===== src/include/igx_pkg.sv =====
// Shared constants and types for the 16-line serial GPIO expander.
// Assumes a single 200 MHz system clock and a synchronous active-high reset.
package igx_pkg;
  // ****************************************************************
  // Clocking and serial bus limits
  // ****************************************************************
  localparam int CLK_HZ = 200_000_000; // System clock rate.
  localparam int SCL_MAX_HZ = 400_000; // Fastest bus clock supported.
  localparam int SCL_MIN_PERIOD_CYC = CLK_HZ / SCL_MAX_HZ; // Cycles per bus bit.

  // ****************************************************************
  // Target address and command pointer layout
  // ****************************************************************
  localparam logic [3:0] ADDR_HI = 4'h4; // Fixed upper address bits, plain default.
  localparam int PTR_W = 3; // Pointer width; only the low three bits count.
  localparam logic [1:0] GRP_IN = 2'h0; // Pointer bits 2:1 for input registers.
  localparam logic [1:0] GRP_OUT = 2'h1; // Pointer bits 2:1 for output registers.
  localparam logic [1:0] GRP_POL = 2'h2; // Pointer bits 2:1 for polarity registers.
  localparam logic [1:0] GRP_CFG = 2'h3; // Pointer bits 2:1 for direction registers.

  // ****************************************************************
  // Values after reset
  // ****************************************************************
  localparam logic [7:0] OUT_RST = 8'hFF; // Output latches.
  localparam logic [7:0] POL_RST = 8'h00; // Polarity inversion.
  localparam logic [7:0] CFG_RST = 8'hFF; // Direction: all inputs.
  localparam logic [PTR_W-1:0] PTR_RST = 3'h0; // Command pointer.
  localparam logic [2:0] LAST_BIT = 3'h7; // Bit count of the eighth bit.

  // Byte-level protocol states of the bus target.
  typedef enum logic [3:0] {
    IGX_IDLE, IGX_ADDR, IGX_ACK_ADDR, IGX_CMD, IGX_ACK_CMD,
    IGX_WDATA, IGX_ACK_WDATA, IGX_RDATA, IGX_RACK
  } igx_state_t;
endpackage


===== src/include/igx_pins_if.sv =====
// Interface carrying synchronised pin levels and bus events.
// Assumes both ends run on the system clock.
`timescale 1ns/100ps
interface igx_pins_if;
  logic scl; // Synchronised bus clock level.
  logic sda; // Synchronised bus data level.
  logic scl_rise; // One-cycle pulse on a rising bus clock.
  logic scl_fall; // One-cycle pulse on a falling bus clock.
  logic start; // One-cycle pulse on a start condition.
  logic stop; // One-cycle pulse on a stop condition.
  logic [7:0] pin_lo; // Synchronised low port lines.
  logic [7:0] pin_hi; // Synchronised high port lines.
  logic [2:0] strap; // Synchronised address straps.
  modport sync (output scl, sda, scl_rise, scl_fall, start, stop, pin_lo, pin_hi, strap);
  modport core (input scl, sda, scl_rise, scl_fall, start, stop, pin_lo, pin_hi, strap);
endinterface


===== src/hdl/igx_pin_sync.sv =====
// Two-flop synchronisers for every pin, plus bus edge and condition detect.
// Assumes raw inputs are asynchronous to clk_sys_in.
`timescale 1ns/100ps
module igx_pin_sync (
  input wire logic clk_sys_in,
  input wire logic rst_in,
  input wire logic scl_in,
  input wire logic sda_in,
  input wire logic [2:0] strap_in,
  input wire logic [7:0] pin_lo_in,
  input wire logic [7:0] pin_hi_in,
  igx_pins_if.sync p
);
  // ****************************************************************
  // Synchroniser stages
  // ****************************************************************
  logic [20:0] meta_r; // First stage; read only by the second stage.
  logic [20:0] sync_r; // Second stage; the first value logic may use.
  logic scl_d_r; // Delayed bus clock for edge finding.
  logic sda_d_r; // Delayed bus data for condition finding.

  // Every pin passes two flops before comparison with stored values.
  always_ff @(posedge clk_sys_in) begin
    meta_r <= {scl_in, sda_in, strap_in, pin_lo_in, pin_hi_in};
    sync_r <= meta_r;
  end

  // Delay stage reads only the second flop, so edges see stable samples.
  always_ff @(posedge clk_sys_in) begin
    if (rst_in) begin
      scl_d_r <= 1'b1;
      sda_d_r <= 1'b1;
    end else begin
      scl_d_r <= sync_r[20];
      sda_d_r <= sync_r[19];
    end
  end

  // ****************************************************************
  // Decoded levels and events
  // ****************************************************************
  // Sampling at 200 MHz gives hundreds of samples per fast-mode bit.
  assign p.scl = sync_r[20];
  assign p.sda = sync_r[19];
  assign p.strap = sync_r[18:16];
  assign p.pin_lo = sync_r[15:8];
  assign p.pin_hi = sync_r[7:0];
  assign p.scl_rise = sync_r[20] & ~scl_d_r;
  assign p.scl_fall = ~sync_r[20] & scl_d_r;
  // Data moving while the clock is high marks start or stop.
  assign p.start = sync_r[20] & scl_d_r & ~sync_r[19] & sda_d_r;
  assign p.stop = sync_r[20] & scl_d_r & sync_r[19] & ~sda_d_r;
endmodule


===== src/hdl/igx_expander.sv =====
// Top of the 16-line serial GPIO expander: bus target, registers, interrupt.
// Assumes external pull-ups on the bus data and interrupt wires, and a
// bus master that never clocks faster than fast mode.
`timescale 1ns/100ps
module igx_expander (
  input wire logic clk_sys_in,
  input wire logic rst_in,
  input wire logic scl_in,
  input wire logic sda_in,
  output logic sda_o_out,
  output logic sda_oe_out,
  output logic int_o_out,
  output logic int_oe_out,
  input wire logic addr_strap_bit0_in,
  input wire logic addr_strap_bit1_in,
  input wire logic addr_strap_bit2_in,
  input wire logic [7:0] port_lo_in,
  output logic [7:0] port_lo_out,
  output logic [7:0] port_lo_oe_out,
  input wire logic [7:0] port_hi_in,
  output logic [7:0] port_hi_out,
  output logic [7:0] port_hi_oe_out
);
  // ****************************************************************
  // Pin synchronisation
  // ****************************************************************
  igx_pins_if pins ();
  igx_pin_sync u_sync (
    .clk_sys_in(clk_sys_in),
    .rst_in(rst_in),
    .scl_in(scl_in),
    .sda_in(sda_in),
    .strap_in({addr_strap_bit2_in, addr_strap_bit1_in, addr_strap_bit0_in}),
    .pin_lo_in(port_lo_in),
    .pin_hi_in(port_hi_in),
    .p(pins.sync)
  );
  // ****************************************************************
  // State and register storage
  // ****************************************************************
  igx_pkg::igx_state_t state_r; // Byte-level protocol state.
  logic [2:0] cnt_r; // Bit count within the current byte.
  logic done_r; // Eighth bit of a byte has been clocked.
  logic [7:0] shift_r; // Shift register for both directions.
  logic [igx_pkg::PTR_W-1:0] ptr_r; // Command pointer, write only.
  logic mack_r; // Master acknowledged the last read byte.
  logic sda_oe_r; // Target pulls the data wire low.
  logic [7:0] out_r [2]; // Output latches, indexed by port.
  logic [7:0] pol_r [2]; // Polarity inversion, indexed by port.
  logic [7:0] cfg_r [2]; // Direction, 1 means input, indexed by port.
  logic [7:0] snap_r [2]; // Pin levels last handed to the master.
  logic init_r; // First cycle after reset: take the pin snapshot.
  logic int_r; // Interrupt line pulled low.
  // ****************************************************************
  // Decode
  // ****************************************************************
  wire logic [6:0] my_addr = {igx_pkg::ADDR_HI, pins.strap};
  wire logic addr_hit = (shift_r[7:1] == my_addr);
  wire logic is_read = shift_r[0];
  // Pointer bit 0 picks the port; a read ack already looks at the next byte's port.
  wire logic port_sel = (state_r == igx_pkg::IGX_RACK) ? ~ptr_r[0] : ptr_r[0];
  wire logic [1:0] grp_sel = ptr_r[2:1];
  wire logic [7:0] pin_sel = port_sel ? pins.pin_hi : pins.pin_lo;
  // Input register shows every pin regardless of direction.
  wire logic [7:0] in_val = pin_sel ^ pol_r[port_sel];
  wire logic [7:0] rd_byte = (grp_sel == igx_pkg::GRP_IN) ? in_val :
                             (grp_sel == igx_pkg::GRP_OUT) ? out_r[port_sel] :
                             (grp_sel == igx_pkg::GRP_POL) ? pol_r[port_sel] :
                             cfg_r[port_sel];
  // Pointer toggles within its register pair after each written data byte and each acknowledged read byte.
  wire logic [igx_pkg::PTR_W-1:0] ptr_next = {ptr_r[2:1], ~ptr_r[0]};
  wire logic in_state_byte = (state_r == igx_pkg::IGX_ADDR) || (state_r == igx_pkg::IGX_CMD) ||
                             (state_r == igx_pkg::IGX_WDATA) || (state_r == igx_pkg::IGX_RDATA);
  // Register write strobe at the falling edge ending a written data byte.
  wire logic wr_en = pins.scl_fall && done_r && (state_r == igx_pkg::IGX_WDATA);
  // Snapshot load when a read byte is fetched from an input register.
  wire logic load_rd = pins.scl_fall && (((state_r == igx_pkg::IGX_ACK_ADDR) && is_read) ||
                       ((state_r == igx_pkg::IGX_RACK) && mack_r));
  wire logic snap_ld = load_rd && (grp_sel == igx_pkg::GRP_IN);
  wire logic [15:0] mismatch = {pins.pin_hi ^ snap_r[1], pins.pin_lo ^ snap_r[0]};
  wire logic [15:0] mis_left = mismatch & ~{{8{snap_ld & port_sel}}, {8{snap_ld & ~port_sel}}};

  // ****************************************************************
  // Bit sampling on rising bus clock
  // ****************************************************************
  // Written bytes shift in here; read bytes only count, as they shift on fall.
  always_ff @(posedge clk_sys_in) begin
    if (rst_in || pins.start) begin
      cnt_r <= 3'h0;
      done_r <= 1'b0;
      mack_r <= 1'b0;
    end else if (pins.scl_rise) begin
      if (in_state_byte) begin
        cnt_r <= cnt_r + 3'h1;
        done_r <= (cnt_r == igx_pkg::LAST_BIT);
      end
      if (state_r == igx_pkg::IGX_RACK) begin
        mack_r <= ~pins.sda;
      end
    end else if (pins.scl_fall) begin
      done_r <= 1'b0;
    end
  end

  // ****************************************************************
  // Protocol state machine, advances on falling bus clock
  // ****************************************************************
  // Reset idles the machine and releases the data wire.
  always_ff @(posedge clk_sys_in) begin
    if (rst_in) begin
      state_r <= igx_pkg::IGX_IDLE;
      sda_oe_r <= 1'b0;
      shift_r <= 8'h00;
      ptr_r <= igx_pkg::PTR_RST;
    end else if (pins.stop) begin
      state_r <= igx_pkg::IGX_IDLE;
      sda_oe_r <= 1'b0;
    end else if (pins.start) begin
      // A repeated start keeps the pointer for a following read.
      state_r <= igx_pkg::IGX_ADDR;
      sda_oe_r <= 1'b0;
    end else if (pins.scl_rise && in_state_byte && (state_r != igx_pkg::IGX_RDATA)) begin
      shift_r <= {shift_r[6:0], pins.sda};
    end else if (pins.scl_fall) begin
      unique case (state_r)
        igx_pkg::IGX_IDLE: ; // Every way into idle has already released the data wire.
        igx_pkg::IGX_ADDR: begin
          if (done_r && addr_hit) begin
            state_r <= igx_pkg::IGX_ACK_ADDR;
            sda_oe_r <= 1'b1;
          end else if (done_r) begin
            // Another target's address: stay silent until next start.
            state_r <= igx_pkg::IGX_IDLE;
          end
        end
        igx_pkg::IGX_ACK_ADDR: begin
          if (is_read) begin
            // Read: first data bit goes out on this same edge.
            state_r <= igx_pkg::IGX_RDATA;
            shift_r <= rd_byte;
            sda_oe_r <= ~rd_byte[7];
          end else begin
            state_r <= igx_pkg::IGX_CMD;
            sda_oe_r <= 1'b0;
          end
        end
        igx_pkg::IGX_CMD: begin
          if (done_r) begin
            // Only the low three bits select a register.
            ptr_r <= shift_r[igx_pkg::PTR_W-1:0];
            state_r <= igx_pkg::IGX_ACK_CMD;
            sda_oe_r <= 1'b1;
          end
        end
        igx_pkg::IGX_ACK_CMD: begin
          state_r <= igx_pkg::IGX_WDATA;
          sda_oe_r <= 1'b0;
        end
        igx_pkg::IGX_WDATA: begin
          if (done_r) begin
            state_r <= igx_pkg::IGX_ACK_WDATA;
            sda_oe_r <= 1'b1;
          end
        end
        igx_pkg::IGX_ACK_WDATA: begin
          ptr_r <= ptr_next;
          state_r <= igx_pkg::IGX_WDATA;
          sda_oe_r <= 1'b0;
        end
        igx_pkg::IGX_RDATA: begin
          if (done_r) begin
            state_r <= igx_pkg::IGX_RACK;
            sda_oe_r <= 1'b0;
          end else begin
            shift_r <= {shift_r[6:0], 1'b0};
            sda_oe_r <= ~shift_r[6];
          end
        end
        igx_pkg::IGX_RACK: begin
          if (mack_r) begin
            // Master wants more: next register of the pair.
            ptr_r <= ptr_next;
            state_r <= igx_pkg::IGX_RDATA;
            shift_r <= rd_byte;
            sda_oe_r <= ~rd_byte[7];
          end else begin
            state_r <= igx_pkg::IGX_IDLE;
          end
        end
      endcase
    end
  end

  // ****************************************************************
  // Register file
  // ****************************************************************
  // Input registers are not stored, so writes to them drop; latches hold.
  always_ff @(posedge clk_sys_in) begin
    if (rst_in) begin
      out_r <= '{igx_pkg::OUT_RST, igx_pkg::OUT_RST};
      pol_r <= '{igx_pkg::POL_RST, igx_pkg::POL_RST};
      cfg_r <= '{igx_pkg::CFG_RST, igx_pkg::CFG_RST};
    end else if (wr_en) begin
      if (grp_sel == igx_pkg::GRP_OUT) begin
        out_r[port_sel] <= shift_r;
      end
      if (grp_sel == igx_pkg::GRP_POL) begin
        pol_r[port_sel] <= shift_r;
      end
      if (grp_sel == igx_pkg::GRP_CFG) begin
        cfg_r[port_sel] <= shift_r;
      end
    end
  end

  // ****************************************************************
  // Change detect and interrupt
  // ****************************************************************
  // Snapshot follows the pins at start-up and on each input read. The
  // comparison uses raw levels, so polarity changes never raise it.
  always_ff @(posedge clk_sys_in) begin
    if (rst_in) begin
      init_r <= 1'b1;
      snap_r <= '{8'h00, 8'h00};
      int_r <= 1'b0;
    end else begin
      init_r <= 1'b0;
      if (init_r) begin
        snap_r <= '{pins.pin_lo, pins.pin_hi};
      end else if (snap_ld) begin
        snap_r[port_sel] <= pin_sel;
      end
      // A read clears only its own port, so a change on the other port still sets.
      int_r <= !init_r && (|mis_left);
    end
  end

  // ****************************************************************
  // Pin drivers
  // ****************************************************************
  // Open-drain: the driven level is always low, only the enable moves.
  assign int_o_out = 1'b0;
  assign int_oe_out = int_r;
  assign sda_o_out = 1'b0;
  assign sda_oe_out = sda_oe_r;
  // Enables come straight from reset-valued flops, so no pulse at start.
  assign port_lo_out = out_r[0];
  assign port_hi_out = out_r[1];
  assign port_lo_oe_out = ~cfg_r[0];
  assign port_hi_oe_out = ~cfg_r[1];

  // ****************************************************************
  // Assertions
  // ****************************************************************
  AST_INT_SET: assert property (@(posedge clk_sys_in) disable iff (rst_in)
    (|mismatch) && !init_r && !snap_ld |=> int_oe_out) else $error("Pin change missed.");
  AST_INT_OD: assert property (@(posedge clk_sys_in) disable iff (rst_in)
    int_o_out == 1'b0) else $error("Interrupt pin drove high.");
  AST_RST_DEF: assert property (@(posedge clk_sys_in) rst_in |=>
    state_r == igx_pkg::IGX_IDLE && out_r[1] == igx_pkg::OUT_RST &&
    pol_r[0] == igx_pkg::POL_RST && !sda_oe_out) else $error("Reset defaults not loaded.");
  AST_ADDR_MISS: assert property (@(posedge clk_sys_in) disable iff (rst_in)
    pins.scl_fall && done_r && state_r == igx_pkg::IGX_ADDR && !addr_hit && !pins.start &&
    !pins.stop |=> state_r == igx_pkg::IGX_IDLE && !sda_oe_out) else $error("Foreign ack.");
  AST_ALL_IN: assert property (@(posedge clk_sys_in) rst_in |=>
    port_lo_oe_out == 8'h00 && port_hi_oe_out == 8'h00) else $error("Output on after reset.");
  AST_CFG_WR: assert property (@(posedge clk_sys_in) disable iff (rst_in)
    wr_en && grp_sel == igx_pkg::GRP_CFG && !port_sel |=> port_lo_oe_out == ~$past(shift_r))
    else $error("Direction write not applied.");
  AST_LATCH: assert property (@(posedge clk_sys_in) disable iff (rst_in)
    !wr_en |=> $stable(port_lo_out) && $stable(port_hi_out)) else $error("Latch moved.");
  AST_IDLE_QUIET: assert property (@(posedge clk_sys_in) disable iff (rst_in)
    state_r == igx_pkg::IGX_IDLE |-> !sda_oe_out) else $error("Data wire pulled while idle.");
  AST_PTR: assert property (@(posedge clk_sys_in) disable iff (rst_in)
    state_r == igx_pkg::IGX_CMD && pins.scl_fall && done_r && !pins.start && !pins.stop |=>
    ptr_r == $past(shift_r[2:0]) ##1 state_r == igx_pkg::IGX_ACK_CMD) else $error("No pointer.");
  AST_INT_CLR: assert property (@(posedge clk_sys_in) disable iff (rst_in)
    snap_ld && (port_sel ? pins.pin_lo == snap_r[0] : pins.pin_hi == snap_r[1]) |=> !int_oe_out)
    else $error("Input read did not release interrupt.");
endmodule


===== config.mk =====
export PLATFORM = sky130hd
export DESIGN_NAME = igx_expander
export DESIGN_NICKNAME = d
export VERILOG_FILES = /design/src/include/igx_pkg.sv /design/src/include/igx_pins_if.sv /design/src/hdl/igx_pin_sync.sv /design/src/hdl/igx_expander.sv
export SDC_FILE = /design/constraint.sdc
export NUM_CORES = 1
export LEC_CHECK = 0
export BUFFER_PORTS_ARGS = -buffer_cell sky130_fd_sc_hd__buf_4
export CAP_MARGIN = 40
export CORE_MARGIN = 10
export CORE_UTILIZATION = 49
export CTS_CLUSTER_DIAMETER = 50
export DETAILED_ROUTE_END_ITERATION = 10
export PLACE_DENSITY = 0.73
export SLEW_MARGIN = 20
export SYNTH_ARGS = -nofsm -noshare
export SYNTH_HDL_FRONTEND = slang
export SYNTH_SLANG_ARGS = --single-unit

===== constraint.sdc =====
create_clock -name clk_sys_in -period 6.81 [get_ports clk_sys_in]
set_input_delay 0.3405 -clock clk_sys_in [delete_from_list [all_inputs] [get_ports clk_sys_in]]
set_output_delay 0.3405 -clock clk_sys_in [all_outputs]
set_load 0.1 [all_outputs]

==> results of run 1 <==
==> report_power, final <==
group	switching (W)	leakage [nW]	total (W)	internal [W]
registers	0.0000191	1.08	0.000808	0.000788
logic	0.0000437	1.45	0.0000798	0.0000362
clock network	0.000345	0.292	0.000919	0.000574
==> flip-flops by register name (all words and copies together), names as in the netlist, 4 cells and up <==
| name | flops |
|---|---|
| u_sync.meta_r | 21 |
| snap_r | 16 |
| state_r | 4 |
| u_sync.sync_r | 21 |
| cfg_r | 16 |
| shift_r | 8 |
| pol_r | 16 |
| port_hi_out | 8 |
| port_lo_out | 8 |
==> layer usage <==
metal	vias up	track usage	wire, um
met1	2126	0.203	5830
met3	25	0.0475	889
met5	-	0	0
met2	152	0.289	6950
met4	0	0.0690	243
li1	2154	-	-
==> worst max-delay path, delay by kind of cell, from the launching register on <==
family          cells  cell delay [ns]
simple gates        3             1.10
buf+inv             2             0.54
flops               1             0.67
xor+xnor            1             0.23
compound gates      1             0.26
==> cells in the final DEF, fill, tap and decap left out, types with 5 or more instances in the layout <==
master and n:
nand3_1 9, nand3b_1 5, xor2_1 16, a211o_1 32
mux2i_1 43, clkbuf_16 17, a21oi_1 14, a211oi_1 8
nor3_1 8, nand2_1 35, a221oi_1 5, nand2b_1 9
inv_1 28, xnor2_1 21, nor2_1 100, mux4_2 5
o21ai_0 18, nor2b_1 9, buf_4 58, dfxtp_1 131
==> final cells by class <==
type,count,area [um^2]
Fill cell,958,4310
Tap cell,140,175
Clock buffer,20,467
Clock inverter,12,143
Multi-Input combinational cell,400,2670
Inverter,28,105
Timing Repair Buffer,62,493
Sequential cell,131,2620
==> metrics by stage <==
stage / hold WS (ns) / cell area [um^2] / setup slack, ns / std cells
finish: 0.0262 / 6680 / 3.88 / 793
global route: 0.00700 / 6680 / 3.69 / 793
CTS: 0.0140 / 6620 / 3.70 / 789
detailed placement: 0.312 / 6010 / 3.71 / 757
global placement: 0.311 / 6000 / 3.83 / 756
floorplan: 0.310 / 5560 / 4.53 / 598
==> worst paths after layout <==
check | depth (start not counted) | start | endpoint
setup / recovery | 7 | state_r[3]$_SDFFE_PP0P_ | cfg_r[2]$_SDFFE_PP1P_
hold / removal | 1 | port_lo_in[2] | u_sync.meta_r[10]$_DFF_P_
setup reg to reg | 7 | state_r[3]$_SDFFE_PP0P_ | cfg_r[2]$_SDFFE_PP1P_
hold reg to reg | 0 | u_sync.meta_r[6]$_DFF_P_ | u_sync.sync_r[6]$_DFF_P_
==> logic make-up after synthesis <==
family / Yosys count / synth area share
other cells: 1 / 0.000675
flops: 131 / 0.472
mux: 50 / 0.102
buf+inv: 67 / 0.0487
fa+ha+maj: 2 / 0.00451
compound gates: 113 / 0.151
xor+xnor: 38 / 0.0599
simple gates: 195 / 0.161
==> implementation parameters, run 1 <==
Parameter                              Value

Timing
  Largest clock skew in the final design ... 0.00778 ns
  Unrepaired setup endpoints after global routing ... false
  Max Transition Viols Final ... 0
  Hold Vio Cnt, Final ... 0
  Aggregate negative setup slack ... 0 ns
  Post-route fraction of the period consumed by the critical path ... 0.430
  Final setup viols ... 0
  Slew of the pin with the lowest slew margin ... 0.850 ns
  Highest Clock Rate ... 341 MHz
  Remaining max-slew budget at the tightest pin ... 0.432
  Final Critical Period ... 2.93 ns

Worst hold path
  Tightest Hold Check Type ... input port to flop

Floorplan
  Die Wd ... 126 um
  Core outline area ... 11000 um^2
  Count of pins on the block boundary ... 59
  Height of the die ... 126 um
  Die Outline Area ... 16000 um^2
  Initial cell density of the core ... 0.505
  Row count ... 38

CTS
  Maximum clock insertion buffer count ... 2
  Number of levels the H-tree was split into ... 4
  Number of sinks driven by the clock tree ... 131
  Post-CTS Setup Bufs ... 0
  Post-CTS sizing ... 0
  Clock tree from TritonCTS ... built
  Clock transition at the registers of the reported paths ... 0.06 ns
  Clk Latency, worst-skew pair ... 0.42 ns
  Clock root buffer ... clkbuf_16
  TritonCTS buffer count ... 17
  Hold Buf Count CTS ... 0

Placement
  Port Buf Inserts ... 56
  Final HPWL from detailed placement ... 9900 um
  RePlAce Congestion ... 0.898

Setup path
  Cell with the largest stage delay on the worst path ... dfxtp_1
  Type of element launching the critical path ... flop
  Largest incremental delay on the critical path ... 0.67 ns
  Top cell by count, worst path ... buf_4
  Endpoint type of the worst setup path ... flop
  Register-to-register path setup slack ... 3.88 ns
  CP required ... 7.11 ns
  Critical path cell sequence ... nor4b_4, xnor2_2, buf_4, nor3_2, buf_4, nor2_1, a211o_1
  Critical setup path kind ... flop to flop
  CP Max Fanout ... 24
  WP data arrival ... 3.23 ns

GRT
  Global routing usage summed across all routing layers ... 0.172
  Largest net degree at the start of global routing ... 85
  Global-route wire length before repair ... 22500 um
  Number of antenna violations at the first check in global routing ... 0
  Total congestion overflow after global routing ... 0
  Via count of the first global-routing pass ... 4425

Synthesis
  Fraction of synthesis flops using an asynchronous set or reset pin ... 0
  Post-synthesis instance total ... 597
  Most common cell in the netlist ... dfxtp_1
  Area leader, netlist ... dfxtp_1
  Top area cells in the synthesized netlist ... dfxtp_1 (47%), mux2i_1 (7.8%), nor2_1 (6.8%)
  Post-synthesis sequential element count ... 131
  Post-synth design cell area ... 5550 um^2
  Most numerous cell types in the synthesized netlist ... dfxtp_1 (131), nor2_1 (100), mux2i_1 (43)
  Number of synthesized flops with an enable pin ... 0
  Mean instance size in the synthesized netlist ... 9.30 um^2
  Main synth FF type ... dfxtp_1
  Sequential share of the synthesized area ... 0.472
  Synth warnings ... 0
  Top cell type's share of synthesized area ... 0.472
  Unique cell type count in the Yosys netlist ... 55

Finish
  Inserted Diodes ... 0
  Synthesis-to-layout area growth ... 20.2%
  End-of-flow core utilization ... 0.608
  Net count, final ... 665
  Fraction of layout cells with a size suffix above 1 ... 0.170

Routing
  Number of design-rule violations left by the first detailed-router iteration ... 471
  Via-per-instance ratio ... 5.62
  Number of iterations in the first detailed-routing pass ... 7
  Number of DRC violations after detailed routing ... 0
  Routed wire length ... 13900 um
  Vias ... 4457
  Antenna Nets Post-Route ... 0
  Average routed wire per standard cell ... 17.5 um

Run
  Max-capacitance violation count ... 0

Power and ir drop
  Pwr per Cell Area ... 271 nW/um^2
  Largest voltage drop on the vdd net ... 0.000346 V
  Tot Pwr ... 0.00181 W
  Lkg Pwr ... 2.82 nW

Status
  Outcome ... completed
Power figures use the tool's default switching activity.
==> run 2: changes to the inputs <==
--- a/config.mk
+++ b/config.mk
@@ -11,7 +11,7 @@
 export CORE_UTILIZATION = 49
 export CTS_CLUSTER_DIAMETER = 50
 export DETAILED_ROUTE_END_ITERATION = 10
-export PLACE_DENSITY = 0.73
+export PLACE_DENSITY = 0.76
 export SLEW_MARGIN = 20
 export SYNTH_ARGS = -nofsm -noshare
 export SYNTH_HDL_FRONTEND = slang
==> constraint.sdc (replaced) <==
create_clock -name clk_sys_in -period 2.6 [get_ports clk_sys_in]
set_input_delay 0.13 -clock clk_sys_in [delete_from_list [all_inputs] [get_ports clk_sys_in]]
set_output_delay 0.13 -clock clk_sys_in [all_outputs]
set_load 0.1 [all_outputs]
==> run 2 against run 1 <==
Fmax is 24% higher. Combinational power rose to 3.0 times the previous value. Final cell count increased by 4.8%. Non-clock buffer count rose by 38. Final area increased by 4.2%. Sequential share of layout area decreased by 1.6 points. Critical endpoint is now shift_r[2]$_SDFFE_PP0P_. Largest power group unchanged. Highest routed layer unchanged.
==> implementation parameters, run 2 (synthesis results as in run 1) <==
Parameter                              Value

Worst hold path
  Min-Delay Endpoint ... snap_r[1]$_SDFFE_PP0P_
  Number of cells traversed by the worst hold path ... 2
  Hold path startpoint ... rst_in
  Tightest Hold Check Type ... input port to flop

CTS
  Clock transition at the registers of the reported paths ... 0.06 ns
  Number of sinks driven by the clock tree ... 131
  Clock tree from TritonCTS ... built
  TritonCTS buffer count ... 17
  Clock root buffer ... clkbuf_16
  Number of levels the H-tree was split into ... 4
  Clk Latency, worst-skew pair ... 0.41 ns
  Maximum clock insertion buffer count ... 2

Power and ir drop
  Pwr per Cell Area ... 660 nW/um^2
  Share of power burned in combinational logic ... 0.052
  Switching power total ... 0.00109 W
  Cell internal power dissipation ... 0.00350 W
  Largest voltage drop on the vdd net ... 0.000526 V
  Lkg Pwr ... 2.96 nW
  Fraction of power spent switching nets ... 0.237
  Clk network pwr share ... 0.488
  Sequential power share ... 0.460

GRT
  Number of antenna violations at the first check in global routing ... 0
  Largest net degree at the start of global routing ... 53
  Total congestion overflow after global routing ... 0
  Global-route wire length before repair ... 23500 um
  Global routing usage summed across all routing layers ... 0.178
  Via count of the first global-routing pass ... 4617

Routing
  Number of design-rule violations left by the first detailed-router iteration ... 374
  Number of DRC violations after detailed routing ... 0
  Vias ... 4657
  Routed wire length ... 14500 um
  Average routed wire per standard cell ... 17.4 um
  Number of iterations in the first detailed-routing pass ... 5
  Via-per-instance ratio ... 5.60
  Antenna Nets Post-Route ... 0

Timing
  Final setup viols ... 0
  Largest clock skew in the final design ... 0.00834 ns
  Final Critical Period ... 2.37 ns
  Unrepaired setup endpoints after global routing ... false
  Remaining max-slew budget at the tightest pin ... 0.620
  Max Transition Viols Final ... 0
  Post-route fraction of the period consumed by the critical path ... 0.912
  Highest Clock Rate ... 422 MHz
  Slew of the pin with the lowest slew margin ... 0.566 ns
  Hold Vio Cnt, Final ... 0
  Aggregate negative setup slack ... 0 ns

Finish
  Number of fill cells in the layout ... 870
  Area of the multi-input gates ... 2680 um^2
  Largest registers ranked by flip-flop count ... u_sync.meta_r x21, u_sync.sync_r x21
  Finished layout cell area ... 6960 um^2
  Net count, final ... 703
  Synthesis-to-layout area growth ... 25.3%
  Fraction of layout cells with a size suffix above 1 ... 0.184
  Number of cells in the finished layout apart from fillers ... 831
  Inserted Diodes ... 0
  Most frequent standard cell in the layout excluding fill and tap cells ... dfxtp_1
  End-of-flow core utilization ... 0.634
  Most used cells in the layout excluding fill and tap cells ... dfxtp_1 (131), nor2_1 (100), buf_4 (78), mux2i_1 (43), nand2_1 (35)
  Sequential standard cell area ... 2620 um^2

Placement
  Final HPWL from detailed placement ... 10300 um
  RePlAce Congestion ... 0.916
  Port Buf Inserts ... 56
  Number of instances in the placed design ... 775
  Instance area after placement ... 6160 um^2

Setup path
  Number of cell instances on the worst register-to-register path ... 7
  Worst flop-to-flop path endpoint ... shift_r[2]$_SDFFE_PP0P_
  CP required ... 2.92 ns
  WP data arrival ... 2.69 ns
  Register-to-register path setup slack ... 0.23 ns
  Launching point of the worst reg2reg path ... state_r[2]$_SDFFE_PP0P_
  Type of element launching the critical path ... flop
  Critical setup path kind ... flop to flop
  Endpoint type of the worst setup path ... flop
  CP Max Fanout ... 9

Floorplan
  Die Outline Area ... 16000 um^2
  Height of the die ... 126 um
  Count of pins on the block boundary ... 59
  Row count ... 38
  Core outline area ... 11000 um^2
  Die Wd ... 126 um
  Initial cell density of the core ... 0.505

Run
  Max-capacitance violation count ... 0

Status
  Outcome ... completed
## run 2: layer usage
layer | part of all wire | track usage | vias to the layer above
li1 | - | - | 2226
met2 | 0.49 | 0.297 | 157
met4 | 0.021 | 0.0663 | 0
met3 | 0.056 | 0.0541 | 27
met5 | 0 | 0 | -
met1 | 0.43 | 0.210 | 2247
## run 2: worst max-delay path by stage
stage	start	endpoint	slack (ns)	cells past startpoint
final	state_r[2]$_SDFFE_PP0P_	shift_r[2]$_SDFFE_PP0P_	0.23	7
after global routing	state_r[2]$_SDFFE_PP0P_	shift_r[7]$_SDFFE_PP0P_	0.08	8
after CTS	state_r[0]$_SDFFE_PP0P_	shift_r[2]$_SDFFE_PP0P_	0.11	7
after detailed placement	state_r[0]$_SDFFE_PP0P_	shift_r[2]$_SDFFE_PP0P_	0.12	7
after global placement	state_r[0]$_SDFFE_PP0P_	shift_r[3]$_SDFFE_PP0P_	0.09	7
after floorplan	state_r[2]$_SDFFE_PP0P_	shift_r[5]$_SDFFE_PP0P_	0.32	9
## run 2: what timing repair did
item,4_1_cts,5_1_grt
setup endpoints to repair,0,4
hold buffers,21,0
setup buffers,0,3
endpoints found under the hold margin,21,0
gates resized for setup,0,2
## run 2: stage by stage
| stage | hold slack, ns | setup WS [ns] | power, W |
|---|---|---|---|
| 2_1_floorplan | 0.158 | 0.322 | 0.00230 |
| 3_3_place_gp | 0.235 | 0.0899 | 0.00236 |
| 3_5_place_dp | 0.236 | 0.123 | 0.00237 |
| 4_1_cts | 0.167 | 0.113 | 0.00462 |
| 5_1_grt | 0.202 | 0.0814 | 0.00474 |
| 6_report | 0.185 | 0.230 | 0.00459 |
## run 2: layout make-up
type | instances | share of cell area
Clock inverter | 14 | 0.0185
Clock buffer | 18 | 0.0617
Multi-Input combinational cell | 400 | 0.385
Timing Repair Buffer | 100 | 0.117
Inverter | 28 | 0.0151
Tap cell | 140 | 0.0252
Sequential cell | 131 | 0.377
## run 2: power groups by stage
| stage | Clock, W | Combinational [W] | Sequential, W |
|---|---|---|---|
| finish | 0.00224 | 0.000241 | 0.00211 |
| CTS | 0.00227 | 0.000240 | 0.00211 |
| detailed placement | 0 | 0.000215 | 0.00216 |
| global placement | 0 | 0.000212 | 0.00215 |
| floorplan | 0 | 0.000154 | 0.00215 |
| global route | 0.00235 | 0.000265 | 0.00212 |
## run 2: critical path: stages, from the launching register on
cell and delay (ns):
dfxtp_1 0.41, nor4b_4 0.29, buf_4 0.19, buf_4 0.12
nor2_1 0.05, nor2_1 0.35, or4b_1 0.56, o32ai_1 0.30
==> run 3: changes to the inputs <==
--- a/config.mk
+++ b/config.mk
@@ -8,10 +8,10 @@
 export BUFFER_PORTS_ARGS = -buffer_cell sky130_fd_sc_hd__buf_4
 export CAP_MARGIN = 40
 export CORE_MARGIN = 10
-export CORE_UTILIZATION = 49
+export CORE_UTILIZATION = 45
 export CTS_CLUSTER_DIAMETER = 50
 export DETAILED_ROUTE_END_ITERATION = 10
-export PLACE_DENSITY = 0.76
+export PLACE_DENSITY = 0.71
 export SLEW_MARGIN = 20
 export SYNTH_ARGS = -nofsm -noshare
 export SYNTH_HDL_FRONTEND = slang
==> run 3 against run 2 <==
Sequential cell count unchanged. Fmax down 4.0%. Hold slack worse by 0.017 ns. Global-route usage is 0.21 points higher. Clock-buffer cell count grew 1. Final area grew 0.95%. Clock power up 13%. Setup slack got worse by 0.099 ns. Non-clock buffer count down 3. Die area increased by 7.5%. Largest power group unchanged. Combinational power about the same.
==> implementation parameters, run 3 (synthesis results as in run 1) <==
Parameter                              Value

Routing
  Number of iterations in the first detailed-routing pass ... 5
  Antenna Nets Post-Route ... 0
  Via-per-instance ratio ... 5.43
  Average routed wire per standard cell ... 17.6 um
  Vias ... 4639
  Number of DRC violations after detailed routing ... 0
  Number of design-rule violations left by the first detailed-router iteration ... 233
  Routed wire length ... 15000 um

Finish
  Most frequent standard cell in the layout excluding fill and tap cells ... dfxtp_1
  Inserted Diodes ... 0
  Fraction of layout cells with a size suffix above 1 ... 0.182
  Net count, final ... 700
  Largest registers ranked by flip-flop count ... u_sync.meta_r x21, u_sync.sync_r x21
  Finished layout cell area ... 7020 um^2
  Most used cells in the layout excluding fill and tap cells ... dfxtp_1 (131), nor2_1 (100), buf_4 (76), mux2i_1 (43), nand2_1 (34)
  Number of cells in the finished layout apart from fillers ... 855
  Synthesis-to-layout area growth ... 26.5%

CTS
  Number of levels the H-tree was split into ... 4
  Clk Latency, worst-skew pair ... 0.42 ns
  Clock root buffer ... clkbuf_16
  TritonCTS buffer count ... 17
  Number of sinks driven by the clock tree ... 131
  Clock tree from TritonCTS ... built
  Maximum clock insertion buffer count ... 2
  Clock transition at the registers of the reported paths ... 0.06 ns

Placement
  Final HPWL from detailed placement ... 10700 um
  Number of instances in the placed design ... 803
  Instance area after placement ... 6180 um^2
  RePlAce Congestion ... 0.899
  Port Buf Inserts ... 56

Floorplan
  Count of pins on the block boundary ... 59
  Die Wd ... 131 um
  Row count ... 40
  Die Outline Area ... 17200 um^2
  Core outline area ... 12100 um^2
  Height of the die ... 131 um
  Initial cell density of the core ... 0.460

Power and ir drop
  Largest voltage drop on the vdd net ... 0.000583 V
  Pwr per Cell Area ... 695 nW/um^2
  Lkg Pwr ... 2.99 nW

Timing
  Post-route fraction of the period consumed by the critical path ... 0.950
  Highest Clock Rate ... 405 MHz
  Remaining max-slew budget at the tightest pin ... 0.577
  Aggregate negative setup slack ... 0 ns
  Unrepaired setup endpoints after global routing ... false
  Final Critical Period ... 2.47 ns
  Largest clock skew in the final design ... 0.00589 ns
  Max Transition Viols Final ... 0
  Worst hold slack ... 0.167 ns
  Slew of the pin with the lowest slew margin ... 0.628 ns
  Final setup viols ... 0
  Hold Vio Cnt, Final ... 0

Setup path
  CP required ... 2.93 ns
  Type of element launching the critical path ... flop
  Critical setup path kind ... flop to flop
  Endpoint type of the worst setup path ... flop
  WP data arrival ... 2.80 ns
  CP Max Fanout ... 18

GRT
  Largest net degree at the start of global routing ... 50
  Number of antenna violations at the first check in global routing ... 0
  Total congestion overflow after global routing ... 0
  Via count of the first global-routing pass ... 4618
  Global-route wire length before repair ... 23900 um
  Global routing usage summed across all routing layers ... 0.180

Worst hold path
  Tightest Hold Check Type ... input port to flop

Status
  Outcome ... completed

Run
  Max-capacitance violation count ... 0
[run 3: cell types whose count changed in the layout (fill, tap and decap cells not counted), moves of 2 or more]
cell and delta:
clkinv_4 +3, inv_6 -4, clkbuf_8 +2, buf_4 -2
clkinvlp_4 -4, bufinv_16 +3
[run 3: routing by layer]
layer	up-vias	wire, um	share of wire	GRT usage
met5	-	0	0	0
met4	0	333	0.022	0.0772
met3	26	645	0.043	0.0471
met2	133	7680	0.51	0.303
met1	2260	6350	0.42	0.212
li1	2220	-	-	-
[run 3: where the power goes]
group / switching, W / total (W) / internal, W
Combinational: 0.000128 / 0.000243 / 0.000114
Sequential: 0.0000470 / 0.00211 / 0.00207
Clock: 0.000876 / 0.00253 / 0.00165
[run 3: through the flow]
step	power (W)	setup WS, ns	util
finish	0.00488	0.130	0.582
global route	0.00504	0.00693	0.582
CTS	0.00492	0.180	0.582
detailed placement	0.00237	0.212	0.512
global placement	0.00237	0.264	0.512
floorplan	0.00230	0.322	-
[run 3: cell type report]
type / instances / area [um^2]
tap: 168 / 210
multi-input combinational: 400 / 2670
clock inverter: 12 / 180
sequential: 131 / 2620
inverter: 28 / 105
fill: 1067 / 5040
clock buffer: 19 / 453
timing repair buffer: 97 / 781
[run 3: critical path, stage by stage (launching register included)]
cell and delay [ns]:
dfxtp_1 0.40, nor4b_4 0.50, xnor2_2 0.23, buf_4 0.31
buf_4 0.21, nor2_1 0.06, a211oi_1 0.40, a21oi_1 0.09
o22ai_1 0.18
[run 3: path summary, 6_finish.rpt]
check | startpoint | endpoint | slack (ns) | cells past startpoint
min reg2reg | u_sync.meta_r[2]$_DFF_P_ | u_sync.sync_r[2]$_DFF_P_ | 0.32 | 0
max reg2reg | state_r[2]$_SDFFE_PP0P_ | shift_r[3]$_SDFFE_PP0P_ | 0.13 | 8
max | state_r[2]$_SDFFE_PP0P_ | shift_r[3]$_SDFFE_PP0P_ | 0.13 | 8
min | rst_in | pol_r[10]$_SDFFE_PP0P_ | 0.17 | 2
[run 3: timing repair]
action                                  4_1_cts  5_1_grt
endpoints found under the setup margin        0        7
hold endpoints to repair                     21        0
hold buffers                                 21        0
resized for setup                             0        1
buffers inserted                              0        0
